==> src/rtl/decade_pkg.sv <==
package decade_pkg;

   // ------------------------------------------------------------------
   // Counter geometry and fixed values
   // ------------------------------------------------------------------
   localparam int unsigned CNT_W     = 4;
   localparam logic [3:0]  CNT_ZERO  = 4'h0;   // Lowest decimal value
   localparam logic [3:0]  CNT_NINE  = 4'h9;   // Highest decimal value
   localparam logic [3:0]  CNT_STEP  = 4'h1;   // Increment and decrement
   localparam logic [3:0]  CNT_RESET = 4'h0;   // Value after SRST

   // ------------------------------------------------------------------
   // Operating modes, coded as {select_a, select_b}
   // ------------------------------------------------------------------
   // The select pins already form a Gray path: preset, up, hold, down.
   typedef enum logic [1:0] {
      MODE_PRESET = 2'h0,
      MODE_UP     = 2'h1,
      MODE_HOLD   = 2'h3,
      MODE_DOWN   = 2'h2
   } mode_t;

   // Decode of the two select lines, shared by logic and checks
   function automatic mode_t decode_mode(input logic sel_a,
                                         input logic sel_b);
      mode_t m;
      m = MODE_HOLD;
      case ({sel_a, sel_b})
         2'h0:    m = MODE_PRESET;
         2'h1:    m = MODE_UP;
         2'h2:    m = MODE_DOWN;
         2'h3:    m = MODE_HOLD;
         default: m = MODE_HOLD;
      endcase
      return m;
   endfunction : decode_mode

endpackage : decade_pkg

==> src/rtl/decade_carry_decode.sv <==
`timescale 1ns/10ps
`default_nettype none

// ---------------------------------------------------------------------
// Terminal count decode for the rippling cascade carry
// ---------------------------------------------------------------------
// Kept combinational on purpose: a cascade of stages on one clock needs
// the carry to settle within the same cycle, so this path cannot be
// registered without breaking multi-stage counting.
module decade_carry_decode (
   input  wire logic [3:0] count,       // Present counter state
   input  wire logic       dir_down,    // High while counting down
   input  wire logic       carry_in_n,  // Stage enable, active low
   output logic            carry_out_n  // Terminal count, active low
);

   logic at_nine;
   logic at_zero;
   logic terminal;

   // All four bits enter directly, so a preset value shows at once
   always_comb begin
      at_nine  = count[3] & ~count[2] & ~count[1] & count[0];
      at_zero  = ~count[3] & ~count[2] & ~count[1] & ~count[0];
      terminal = dir_down ? at_zero : at_nine;
      carry_out_n = ~(terminal & ~carry_in_n);
   end

endmodule : decade_carry_decode

`default_nettype wire

==> src/rtl/sync_updown_decade_counter.sv <==
`timescale 1ns/10ps
`default_nettype none

// Operation
// - Selects pick preset, up, down, hold
// - Preset loads data only on clock edge
// - Carry input kept out of mode choice, which uses the selects alone
// - Carry output low at terminal count while carry input active
// - Carry output decoded directly from count bits
// - State changes only on rising clock edge
// - Count runs zero to nine, wrapping both ways
// - Inactive carry input blocks up/down counting
module sync_updown_decade_counter (
   input  wire logic CLK_SYS,              // System clock, 10 MHz
   input  wire logic SRST,                 // Synchronous reset, high
   input  wire logic FUNCTION_SELECT_A,    // Mode select, first line
   input  wire logic FUNCTION_SELECT_B,    // Mode select, second line
   input  wire logic PRESET_BIT_ZERO,      // Preset data, bit 0
   input  wire logic PRESET_BIT_ONE,       // Preset data, bit 1
   input  wire logic PRESET_BIT_TWO,       // Preset data, bit 2
   input  wire logic PRESET_BIT_THREE,     // Preset data, bit 3
   input  wire logic CARRY_IN_N,           // Count enable, active low
   output logic      COUNT_BIT_ZERO,       // Count, bit 0
   output logic      COUNT_BIT_ONE,        // Count, bit 1
   output logic      COUNT_BIT_TWO,        // Count, bit 2
   output logic      COUNT_BIT_THREE,      // Count, bit 3
   output logic      CARRY_OUT_N           // Terminal count, active low
);

   // ------------------------------------------------------------------
   // Declarations
   // ------------------------------------------------------------------
   decade_pkg::mode_t mode_now;
   logic [3:0]        preset_word;
   logic [3:0]        count_reg;
   logic [3:0]        count_next;
   logic              count_enable;
   logic              dir_down;

   // ------------------------------------------------------------------
   // Input gathering and mode decode
   // ------------------------------------------------------------------
   // Selects and carry are sampled only at the edge, so the host may
   // move them freely between edges without disturbing the count.
   always_comb begin
      preset_word = {PRESET_BIT_THREE, PRESET_BIT_TWO,
                     PRESET_BIT_ONE, PRESET_BIT_ZERO};
      mode_now = decade_pkg::decode_mode(FUNCTION_SELECT_A,
                                         FUNCTION_SELECT_B);
      dir_down = (mode_now == decade_pkg::MODE_DOWN);
      // Carry gates the counting modes only; preset and hold ignore it
      count_enable = ~CARRY_IN_N;
   end

   // ------------------------------------------------------------------
   // Next count
   // ------------------------------------------------------------------
   // Values ten to fifteen are left in one edge whatever the direction,
   // trading a slightly odd path for the fastest possible recovery.
   always_comb begin
      count_next = count_reg;
      case (mode_now)
         decade_pkg::MODE_PRESET: begin
            count_next = preset_word;
         end
         decade_pkg::MODE_UP: begin
            if (count_enable) begin
               if (count_reg >= decade_pkg::CNT_NINE) begin
                  count_next = decade_pkg::CNT_ZERO;
               end else begin
                  count_next = count_reg + decade_pkg::CNT_STEP;
               end
            end
         end
         decade_pkg::MODE_DOWN: begin
            if (count_enable) begin
               if (count_reg == decade_pkg::CNT_ZERO) begin
                  count_next = decade_pkg::CNT_NINE;
               end else if (count_reg > decade_pkg::CNT_NINE) begin
                  count_next = decade_pkg::CNT_NINE;
               end else begin
                  count_next = count_reg - decade_pkg::CNT_STEP;
               end
            end
         end
         decade_pkg::MODE_HOLD: begin
            count_next = count_reg;
         end
         default: begin
            count_next = count_reg;
         end
      endcase
   end

   // ------------------------------------------------------------------
   // Count register
   // ------------------------------------------------------------------
   // The only storage: everything changes on the rising edge alone.
   always_ff @(posedge CLK_SYS) begin
      if (SRST) begin
         count_reg <= decade_pkg::CNT_RESET;
      end else begin
         count_reg <= count_next;
      end
   end

   // Count outputs are the register bits themselves
   always_comb begin
      COUNT_BIT_ZERO  = count_reg[0];
      COUNT_BIT_ONE   = count_reg[1];
      COUNT_BIT_TWO   = count_reg[2];
      COUNT_BIT_THREE = count_reg[3];
   end

   // ------------------------------------------------------------------
   // Cascade carry
   // ------------------------------------------------------------------
   // Only output not taken from a flop: the carry must ripple between
   // stages within one cycle, so a register here would skip counts.
   decade_carry_decode u_carry (
      .count       (count_reg),
      .dir_down    (dir_down),
      .carry_in_n  (CARRY_IN_N),
      .carry_out_n (CARRY_OUT_N)
   );
endmodule : sync_updown_decade_counter

`default_nettype wire

==> config.mk <==
export PLATFORM = sky130hd
export DESIGN_NAME = sync_updown_decade_counter
export DESIGN_NICKNAME = d
export VERILOG_FILES = /design/src/rtl/decade_pkg.sv /design/src/rtl/decade_carry_decode.sv /design/src/rtl/sync_updown_decade_counter.sv
export SDC_FILE = /design/constraint.sdc
export NUM_CORES = 1
export LEC_CHECK = 0
export BUFFER_PORTS_ARGS = -buffer_cell sky130_fd_sc_hd__buf_2
export CORE_UTILIZATION = 40
export CTS_BUF_LIST = sky130_fd_sc_hd__clkbuf_8
export DETAILED_ROUTE_END_ITERATION = 12
export PLACE_DENSITY = 0.73
export SYNTH_ARGS = -nofsm -noshare
export SYNTH_HDL_FRONTEND = slang
export SYNTH_SLANG_ARGS = --single-unit
==> constraint.sdc <==
create_clock -name CLK_SYS -period 2.1 [get_ports CLK_SYS]
set_clock_uncertainty 0.15 [all_clocks]
set_input_delay 0.42 -clock CLK_SYS [delete_from_list [all_inputs] [get_ports CLK_SYS]]
set_output_delay 0.42 -clock CLK_SYS [all_outputs]
set_load 0.005 [all_outputs]
Yosys cells after proc, flatten, opt, wreduce, memory -nomap -nowiden
Index checks and enable logic that the tools add are counted.
- register bits: 4
- input bits: 9
- output and inout bits: 5
- add/sub/neg operators: 2
- order comparisons: 2
- equal/unequal tests: 8
- multiplexer cells: 8
- bitwise operators: 14
- reductions and logical operators: 4
- operators by type and width (operator ; count):
    $mux W4 ; 5
    $pmux W4 S3 ; 1
    $eq A2 B2 Y1 const B ; 4
    $pmux W2 S4 ; 1
    $and A1 B1 Y1 ; 7
    $not A1 Y1 ; 7
    $add A4 B1 Y4 const B ; 1
    $eq A2 B1 Y1 const B ; 2
    $ge A4 B4 Y1 const B ; 1
    $gt A4 B4 Y1 const B ; 1
    $logic_not A2 Y1 ; 2
    $logic_not A4 Y1 ; 1
    $ne A2 B2 Y1 const B ; 2
    $sub A4 B1 Y4 const B ; 1
    $reduce_and A3 Y1 ; 1
    $mux W1 ; 1

Logic depth before layout (Yosys ltp)
Gate-level depths: netlist of the first run.
- depth in word-level cells: 7
- depth in mapped cells: 8
- depth with buffers taken out: 6

Modules after synthesis
From an unflattened synthesis of the first run, not the netlist that was laid out.
- cell total of the unflattened synthesis: 62
- area, all modules: 509.2 µm²
- modules (own cells, without submodules) (module ; times used ; cells each ; area each (µm²) ; sequential area each (µm²)):
    sync_updown_decade_counter ; 1 ; 58 ; 483.0 ; 80.1
    decade_carry_decode ; 1 ; 4 ; 26.3 ; 0.0

Worst setup path before layout of the first run
OpenSTA, ideal clock, no wires.
- kind: input port to output port
- start: input port FUNCTION_SELECT_B
- end: output port CARRY_OUT_N
- arrival time: 1.406 ns
- data required time: 1.530 ns
- slack: 0.124 ns
- stages: 6
- path buffers: 1
- cell sequence: inv_1 > ha_1 > buf_6 > nor2_1 > a21oi_1 > or4_2
- word-level cells in the longest chain between the ends: 6
- RTL lines (element ; line ; text):
    start, declared ; sync_updown_decade_counter.sv:17 ; input wire logic FUNCTION_SELECT_B,
    $eq A2 B2 Y1 (tied with other cells) ; decade_pkg.sv:28 ; case ({sel_a, sel_b})
    $pmux W2 S4 * ; decade_pkg.sv:28 ;
    $eq A2 B2 Y1 * ; sync_updown_decade_counter.sv:50 ; dir_down = (mode_now == decade_pkg::MODE_DOWN);
    $mux W1 * ; decade_carry_decode.sv:25 ; terminal = dir_down ? at_zero : at_nine;
    $and A1 B1 Y1 * ; decade_carry_decode.sv:26 ; carry_out_n = ~(terminal & ~carry_in_n);
    $not A1 Y1 * ; decade_carry_decode.sv:26 ;
    end, declared ; sync_updown_decade_counter.sv:27 ; output logic CARRY_OUT_N
Every way passes the cells marked *; elsewhere a longest branch is shown, timed or not.

Worst setup path after layout of the first run
- start: register count_reg[0]
- end: register count_reg[1]
- word-level cells in the longest chain between the ends: 5
- RTL lines (element ; line ; text):
    start, declared ; sync_updown_decade_counter.sv:35 ; logic [3:0] count_reg;
    start signal, assigned ; sync_updown_decade_counter.sv:101 ; count_reg <= decade_pkg::CNT_RESET;
    start signal, assigned ; sync_updown_decade_counter.sv:103 ; count_reg <= count_next;
    $sub A4 B1 Y4 or $gt A4 B4 Y1 (tied branches) ; sync_updown_decade_counter.sv:82, sync_updown_decade_counter.sv:79 ;
    $mux W4 ; sync_updown_decade_counter.sv:79 ; end else if (count_reg > decade_pkg::CNT_NINE) begin
    $mux W4 ; sync_updown_decade_counter.sv:77 ; if (count_reg == decade_pkg::CNT_ZERO) begin
    $mux W4 ; sync_updown_decade_counter.sv:76 ; if (count_enable) begin
    $pmux W4 S3 * ; sync_updown_decade_counter.sv:62 ; case (mode_now)
Every way passes the cells marked *; elsewhere a longest branch is shown, timed or not. The select of a mux whose other input is x is not followed.
A chain may end at the register's enable or synchronous reset.

==> summary.md, run 1 <==
| Metric | Value |
|---|---|
| Status | finished, final reports clean |
| CORE AREA | 1156 sq um |
| Post-synth top flop | dfxtp_1 |
| Die Area | 1449 sq um |
| Clock transition at path regs | 0.03 ns |
| Root buf cell | clkbuf_8 |
| CP Data Arrival Time | 1.99 ns |
| Final period util | 0.9634 |
| Ys async rst share | 0 |
| Critical-path cell list | buf_4 -> inv_1 -> ha_1 -> nor4bb_4 -> or2_1 -> a221o_1 -> a32o_1 |
| Rows | 12 |
| Fin. max-slew vios | 0 |
| Initial Utilization | 0.4502 |
| Antenna violations before repair | 0 |
| RSZ-0062 raised after global routing | false |
| IO buf count | 13 |
| Worst setup SP type | flip-flop |
| Clk Latency, worst-skew pair | 0.23 ns |
| Post-CTS Hold Buffers | 0 |
| Hold Worst Slack | 0.3128 ns |
| Worst min-delay path class | in2reg |
| Area leader, netlist | dfxtp_1 |
| Worst R2R Start | count_reg[0] |
| Critical path's largest stage delay | 0.38 ns |
| Hold_sp | SRST |
| Crit. End Element | flip-flop |
| CTS max path bufs | 2 |
| Routability cong. | approximately 0.82 |
| Final ANT Viol Nets | 0 |
| Area Growth Syn to Fin | 33.65% |
| Synth warn | 0 |
| Post-Route WL | 1219 microns |
| Fillcell total | 107 |
| 1st-iter DRT viols | 7 |
| Distinct cells, synth | 34 |
| Setup_tns | 0 ns |
| Kind of cell adding the most delay to the critical path | compound AO/OA/AOI/OAI gates |
| Area post-placement | 630.6 sq um |
| CP Class | reg2reg |
| Clock Sinks | 4 |
| Final Hold Viols | 0 |
| Peak supply drop | 0.5834 mV |
| CTS H-Tree Depth | 1 |
| Vias per cell | 5.485 |
| Period minus WS final | 2.023 ns |
| Critical Path Stages | 7 |
| Max reg flops | 4 |
| Max cap viols | 0 |
| Post-synth EDFFs | 0 |
| Total grt overflow | 0 |
| Number of diodes | 0 |
| CP max FO | 8 |
| Top-area cell type share of the netlist area | 0.1538 |
| Slew margin rel. | 0.7531 |
| Clock tree from TritonCTS | built |
| Fraction of layout cells with a size suffix above 1 | 0.4217 |
| Global-route wire length before repair | 1952 microns |
| Die Y | about 38 microns |
| Top area cells in the synthesized netlist | dfxtp_1 (15%), ha_1 (14%), inv_1 (5.0%) |
| Routed length per instance | 12.57 microns |
| Post-route cell area | 695.7 sq um |
| Leak pwr | 0.3254 nW |
| Post-route DRC | 0 |
| Nets | 100 |
| Finished Core Util | 0.6017 |
| Syn nets | 78 |
| Top-Level Pins | 14 |
| Worst slack, placed | -0.03911 ns |
| Synth Area per Inst | about 8.3 sq um |
| Pwr dens | 627.4 nW/um^2 |
| Crit path from | count_reg[0] |
| Register area share after synthesis | 0.1538 |
| GR Util All Layers | 0.2027 |
| CTS buffer count | 3 |
| Crit-path slowest cell | dfxtp_4 |
| Largest net degree at the start of global routing | 12 |
| CP required | 2.06 ns |
| Crit path buffers/inverters | 2 |
| Synth Instances | 63 |
| FF-to-FF path depth | 7 |
| Die X-Extent | 38.07 microns |
| Vias in the first global route | approximately 470 |
| Max Freq | between 400 and 500 MHz |
| Synth cell count leaders | inv_1 (7), nor2_1 (7), ha_1 (6) |
| DR vias | 532 |
| Hold Path Stages | 2 |
| Worst setup margin | 0.07686 ns |
| Synthesized flop and latch total | 4 |
| Final setup violation count | 0 |
| Synth Cell Area | about 520 sq um |
| DRT Pass-1 Iters | 4 |
| HPWL Detailed | 918.7 microns |
| Worst Tran Pin Value | 0.3699 ns |
## logic make-up (layout without fill, tap and decap cells)
family | Yosys count | after routing | share of synthesized area
AOI/OAI and AO/OA | 16 | 16 | 0.2573
buffers and inverters | 11 | 31 | 0.1130
and+or+nand+nor | 25 | 25 | 0.3125
adders and majority gates | 6 | 6 | 0.1442
DFF | 4 | 4 | 0.1539
muxes | 1 | 1 | 0.01923
## routing by layer
layer / track usage / routed length (microns) / up-vias
li1: - / - / 272
met1: 0.2289 / 576 / 246
met2: 0.3305 / 582 / 12
met3: 0.08721 / 40 / 2
met4: 0.08036 / 21 / 0
met5: 0 / 0 / -
## per-stage QoR
stage	instances	total power [W]
floorplan	63	0.0002107
global placement	94	0.0002575
detailed placement	94	0.0002606
CTS	97	0.0004419
global route	97	0.0004663
finish	97	0.0004364
## cells in the final DEF (no fill, tap or decap), types with 2 or more instances in the layout
master and count:
a21oi_1 2, a32o_1 2, and2b_2 2, buf_2 13, buf_4 8, clkbuf_8 3
dfxtp_1 3, ha_1 5, inv_1 6, nand2b_1 2, nor2_1 5, nor2_2 2
nor2b_1 3, nor3_1 2, o21ai_0 2
## cell type report
class	instances	area (sq um)	area share
timing repair buffer	21	125.1	0.1799
sequential	4	83.83	0.1205
inverter	7	26.28	0.03777
tap	14	17.52	0.02518
clock buffer	3	41.29	0.05935
multi-input combinational	48	401.6	0.5773
## worst reg2reg max path: cells and delay by family, from the launching register on
family                     cells  cell delay (ns)
buffers and inverters          2             0.16
adders and majority gates      1             0.24
and+or+nand+nor                2             0.45
DFF                            1             0.38
AOI/OAI and AO/OA              2             0.52
## power by group
| part | internal (W) | total [W] | switching (W) |
|---|---|---|---|
| logic | 0.0000871 | 0.000165 | 0.0000783 |
| registers | 0.0000861 | 0.000101 | 0.0000149 |
| clock network | 0.000123 | 0.000170 | 0.0000472 |
| total | 0.000296 | 0.000436 | 0.000140 |
## what timing repair did
item,CTS,global route
pin swaps,1,1
cloned,0,0
endpoints found under the setup margin,1,1
buffers inserted,1,0
resized for setup,4,4
## path summary, 6_finish.rpt
check / slack, ns / to
setup / recovery: 0.08 / count_reg[1]
hold reg to reg: 0.39 / count_reg[0]
hold / removal: 0.31 / count_reg[0]
setup reg to reg: 0.08 / count_reg[1]
(Power assumes the default switching activity.)
==> run 2: changes to the inputs <==
==> constraint.sdc (replaced) <==
create_clock -name CLK_SYS -period 2.1 [get_ports CLK_SYS]
set_clock_uncertainty 0.15 [all_clocks]
set_input_delay 0.21 -clock CLK_SYS [delete_from_list [all_inputs] [get_ports CLK_SYS]]
set_output_delay 0.21 -clock CLK_SYS [all_outputs]
set_load 0.005 [all_outputs]
==> run 2 against run 1 <==
  * Worst setup slack improved by 0.049 ns
  * Non-clock buffer count shrank 6
  * Die area is the same
  * Combinational power decreased by 9.7%
  * Worst hold slack worse by 0.20 ns
  * Total power shrank 3.7%
  * Clock power barely moved
  * Via count down 2.4%
  * Cell area shrank 9.9%
  * Critical path depth is 2 lower
  * Global-route usage shrank 1.5 points
  * Cell count is 6.2% lower
  * Critical path type is now reg2out
  * Highest routed layer unchanged
==> summary.md, run 2 (synthesized netlist as in run 1, its figures left out) <==
| Metric | Value |
|---|---|
| GR Util All Layers | 0.1876 (was 0.2027) |
| Number of diodes | 0 (unchanged) |
| Die Area | 1449 sq um (unchanged) |
| Fraction of layout cells with a size suffix above 1 | 0.3117 (was 0.4217) |
| Most frequent cells in the layout | buf_2 (13), inv_1 (7), nor2_1 (7) (was buf_2 (13), buf_4 (8), inv_1 (6)) |
| Critical path's largest stage delay | 0.53 ns (was 0.38 ns) |
| 1st-iter DRT viols | 12 (was 7) |
| Routability cong. | 0.8370 (was 0.8182) |
| Max reg flops | 4 (unchanged) |
| Cell-internal power | 0.0002828 W (was 0.0002960 W) |
| Post-route DRC | 0 (unchanged) |
| Worst min-delay path class | in2reg (unchanged) |
| Initial Utilization | 0.4502 (unchanged) |
| CP required | 1.74 ns (was 2.06 ns) |
| Max Freq | 506.5 MHz (was 494.3 MHz) |
| Largest net degree at the start of global routing | 12 (unchanged) |
| Fin. max-slew vios | 0 (unchanged) |
| RSZ-0062 raised after global routing | false (unchanged) |
| Net Sw Power | 0.0001376 W (was 0.0001404 W) |
| Global-route wire length before repair | 1856 microns (was 1952 microns) |
| Crit path buffers/inverters | 1 (was 2) |
| Sw Ratio | 0.3273 (was 0.3218) |
| Routed length per instance | 12.79 microns (was 12.57 microns) |
| Final setup violation count | 0 (unchanged) |
| Top-Level Pins | 14 (unchanged) |
| CTS H-Tree Depth | 1 (unchanged) |
| Hold Worst Slack | 0.1125 ns (was 0.3128 ns) |
| Fillcell total | 103 (was 107) |
| Pwr dens | 670.7 nW/um^2 (was 627.4 nW/um^2) |
| Peak supply drop | 0.3003 mV (was 0.5834 mV) |
| DRT Pass-1 Iters | 4 (unchanged) |
| Worst Tran Pin Value | 0.3657 ns (was 0.3699 ns) |
| Leak pwr | 0.2942 nW (was 0.3254 nW) |
| Antenna violations before repair | 0 (unchanged) |
| Clk Latency, worst-skew pair | 0.23 ns (about the same) |
| Final ANT Viol Nets | 0 (unchanged) |
| Final Hold Viols | 0 (unchanged) |
| CP Data Arrival Time | 1.61 ns (was 1.99 ns) |
| Setup_tns | 0 ns (unchanged) |
| Period minus WS final | 1.974 ns (was 2.023 ns) |
| Post-Route WL | 1164 microns (was 1219 microns) |
| DR vias | 519 (was 532) |
| Die X-Extent | 38.07 microns (unchanged) |
| Vias in the first global route | 429 (was 467) |
| Rows | 12 (unchanged) |
| CORE AREA | 1156 sq um (unchanged) |
| Post-CTS Hold Buffers | 0 (unchanged) |
| Crit-path slowest cell | or4_2 (was dfxtp_4) |
| Max cap viols | 0 (unchanged) |
| CTS resizes | 0 (was 4) |
| Clock transition at path regs | 0.03 ns (about the same) |
| CTS buffer count | 3 (unchanged) |
| Post-CTS setup buffer count | 0 (was 1) |
| Slew margin rel. | 0.7559 (was 0.7531) |
| Root buf cell | clkbuf_8 (unchanged) |
| Clock tree from TritonCTS | built (unchanged) |
| Kind of cell adding the most delay to the critical path | simple AND/OR/NAND/NOR gates (was compound AO/OA/AOI/OAI gates) |
| CTS max path bufs | 2 (unchanged) |
| Area Growth Syn to Fin | 20.43% (was 33.65%) |
| Worst setup SP type | flip-flop (unchanged) |
| Die Y | 38.07 microns (unchanged) |
| Vias per cell | 5.703 (was 5.485) |
| IO buf count | 13 (unchanged) |
| Critical-path cell list | nand2_1 -> nor2_1 -> a21oi_1 -> or4_2 -> buf_2 (was buf_4 -> inv_1 -> ha_1 -> nor4bb_4 -> or2_1 -> a221o_1 -> a32o_1) |
| Leading cell type in the layout, fill and taps excluded | buf_2 (unchanged) |
| Seq pwr share | 0.237 (was 0.231) |
| Comb pwr share | 0.355 (was 0.379) |
| CP max FO | 11 (was 8) |
| CP Class | reg2out (was reg2reg) |
| Total grt overflow | 0 (unchanged) |
| HPWL Detailed | 880.5 microns (was 918.7 microns) |
| Clock Sinks | 4 (unchanged) |
| Final period util | 0.9402 (was 0.9634) |
| Clock power frac | 0.409 (was 0.390) |
| Crit. End Element | output pin (was flip-flop) |
| Status | finished, final reports clean (unchanged) |
| Nets | 94 (was 100) |
[run 2: area by class of cell]
class | instances | area (sq um) | area share
flip-flops and latches | 4 | 80.08 | 0.1277
repair buffers | 15 | 80.08 | 0.1277
well taps | 14 | 17.52 | 0.02794
inverters | 7 | 26.28 | 0.04192
multi-input cells | 48 | 381.6 | 0.6088
clock buffers | 3 | 41.29 | 0.06587
[run 2: metrics by stage]
| step | area, sq um | worst slack (ns) | cells | power, W | utilization |
|---|---|---|---|---|---|
| 4_1_cts | 626.9 | 0.1099 | 91 | 0.0004221 | 0.5422 |
| 3_5_place_dp | 585.6 | 0.2323 | 88 | 0.0002496 | 0.5065 |
| 3_3_place_gp | 585.6 | 0.2625 | 88 | 0.0002475 | 0.5065 |
| 6_report | 626.9 | 0.1256 | 91 | 0.0004204 | 0.5422 |
| 2_1_floorplan | 520.5 | 0.1540 | 63 | 0.0002107 | - |
| 5_1_grt | 626.9 | 0.04783 | 91 | 0.0004466 | 0.5422 |
[run 2: per-layer routing]
metal,part of all wire,GRT usage,vias to the layer above
met4,0.012,0.05357,0
met2,0.49,0.3136,14
met3,0.041,0.06977,2
met1,0.46,0.2206,243
li1,-,-,260
met5,0,0,-
[run 2: worst paths after layout]
check	start	end	slack, ns	depth (start not counted)
max	count_reg[3]	CARRY_OUT_N	0.13	5
min	SRST	count_reg[0]	0.11	2
max reg2reg	count_reg[1]	count_reg[1]	0.27	6
min reg2reg	count_reg[2]	count_reg[2]	0.48	2
[run 2: power by group through the flow]
stage          combinational (W)  clock [W]  sequential, W
2_1_floorplan           0.000113          0      0.0000980
4_1_cts                 0.000150   0.000173      0.0000998
3_5_place_dp            0.000148          0       0.000101
5_1_grt                 0.000168   0.000177       0.000101
3_3_place_gp            0.000147          0       0.000101
6_report                0.000149   0.000172      0.0000995
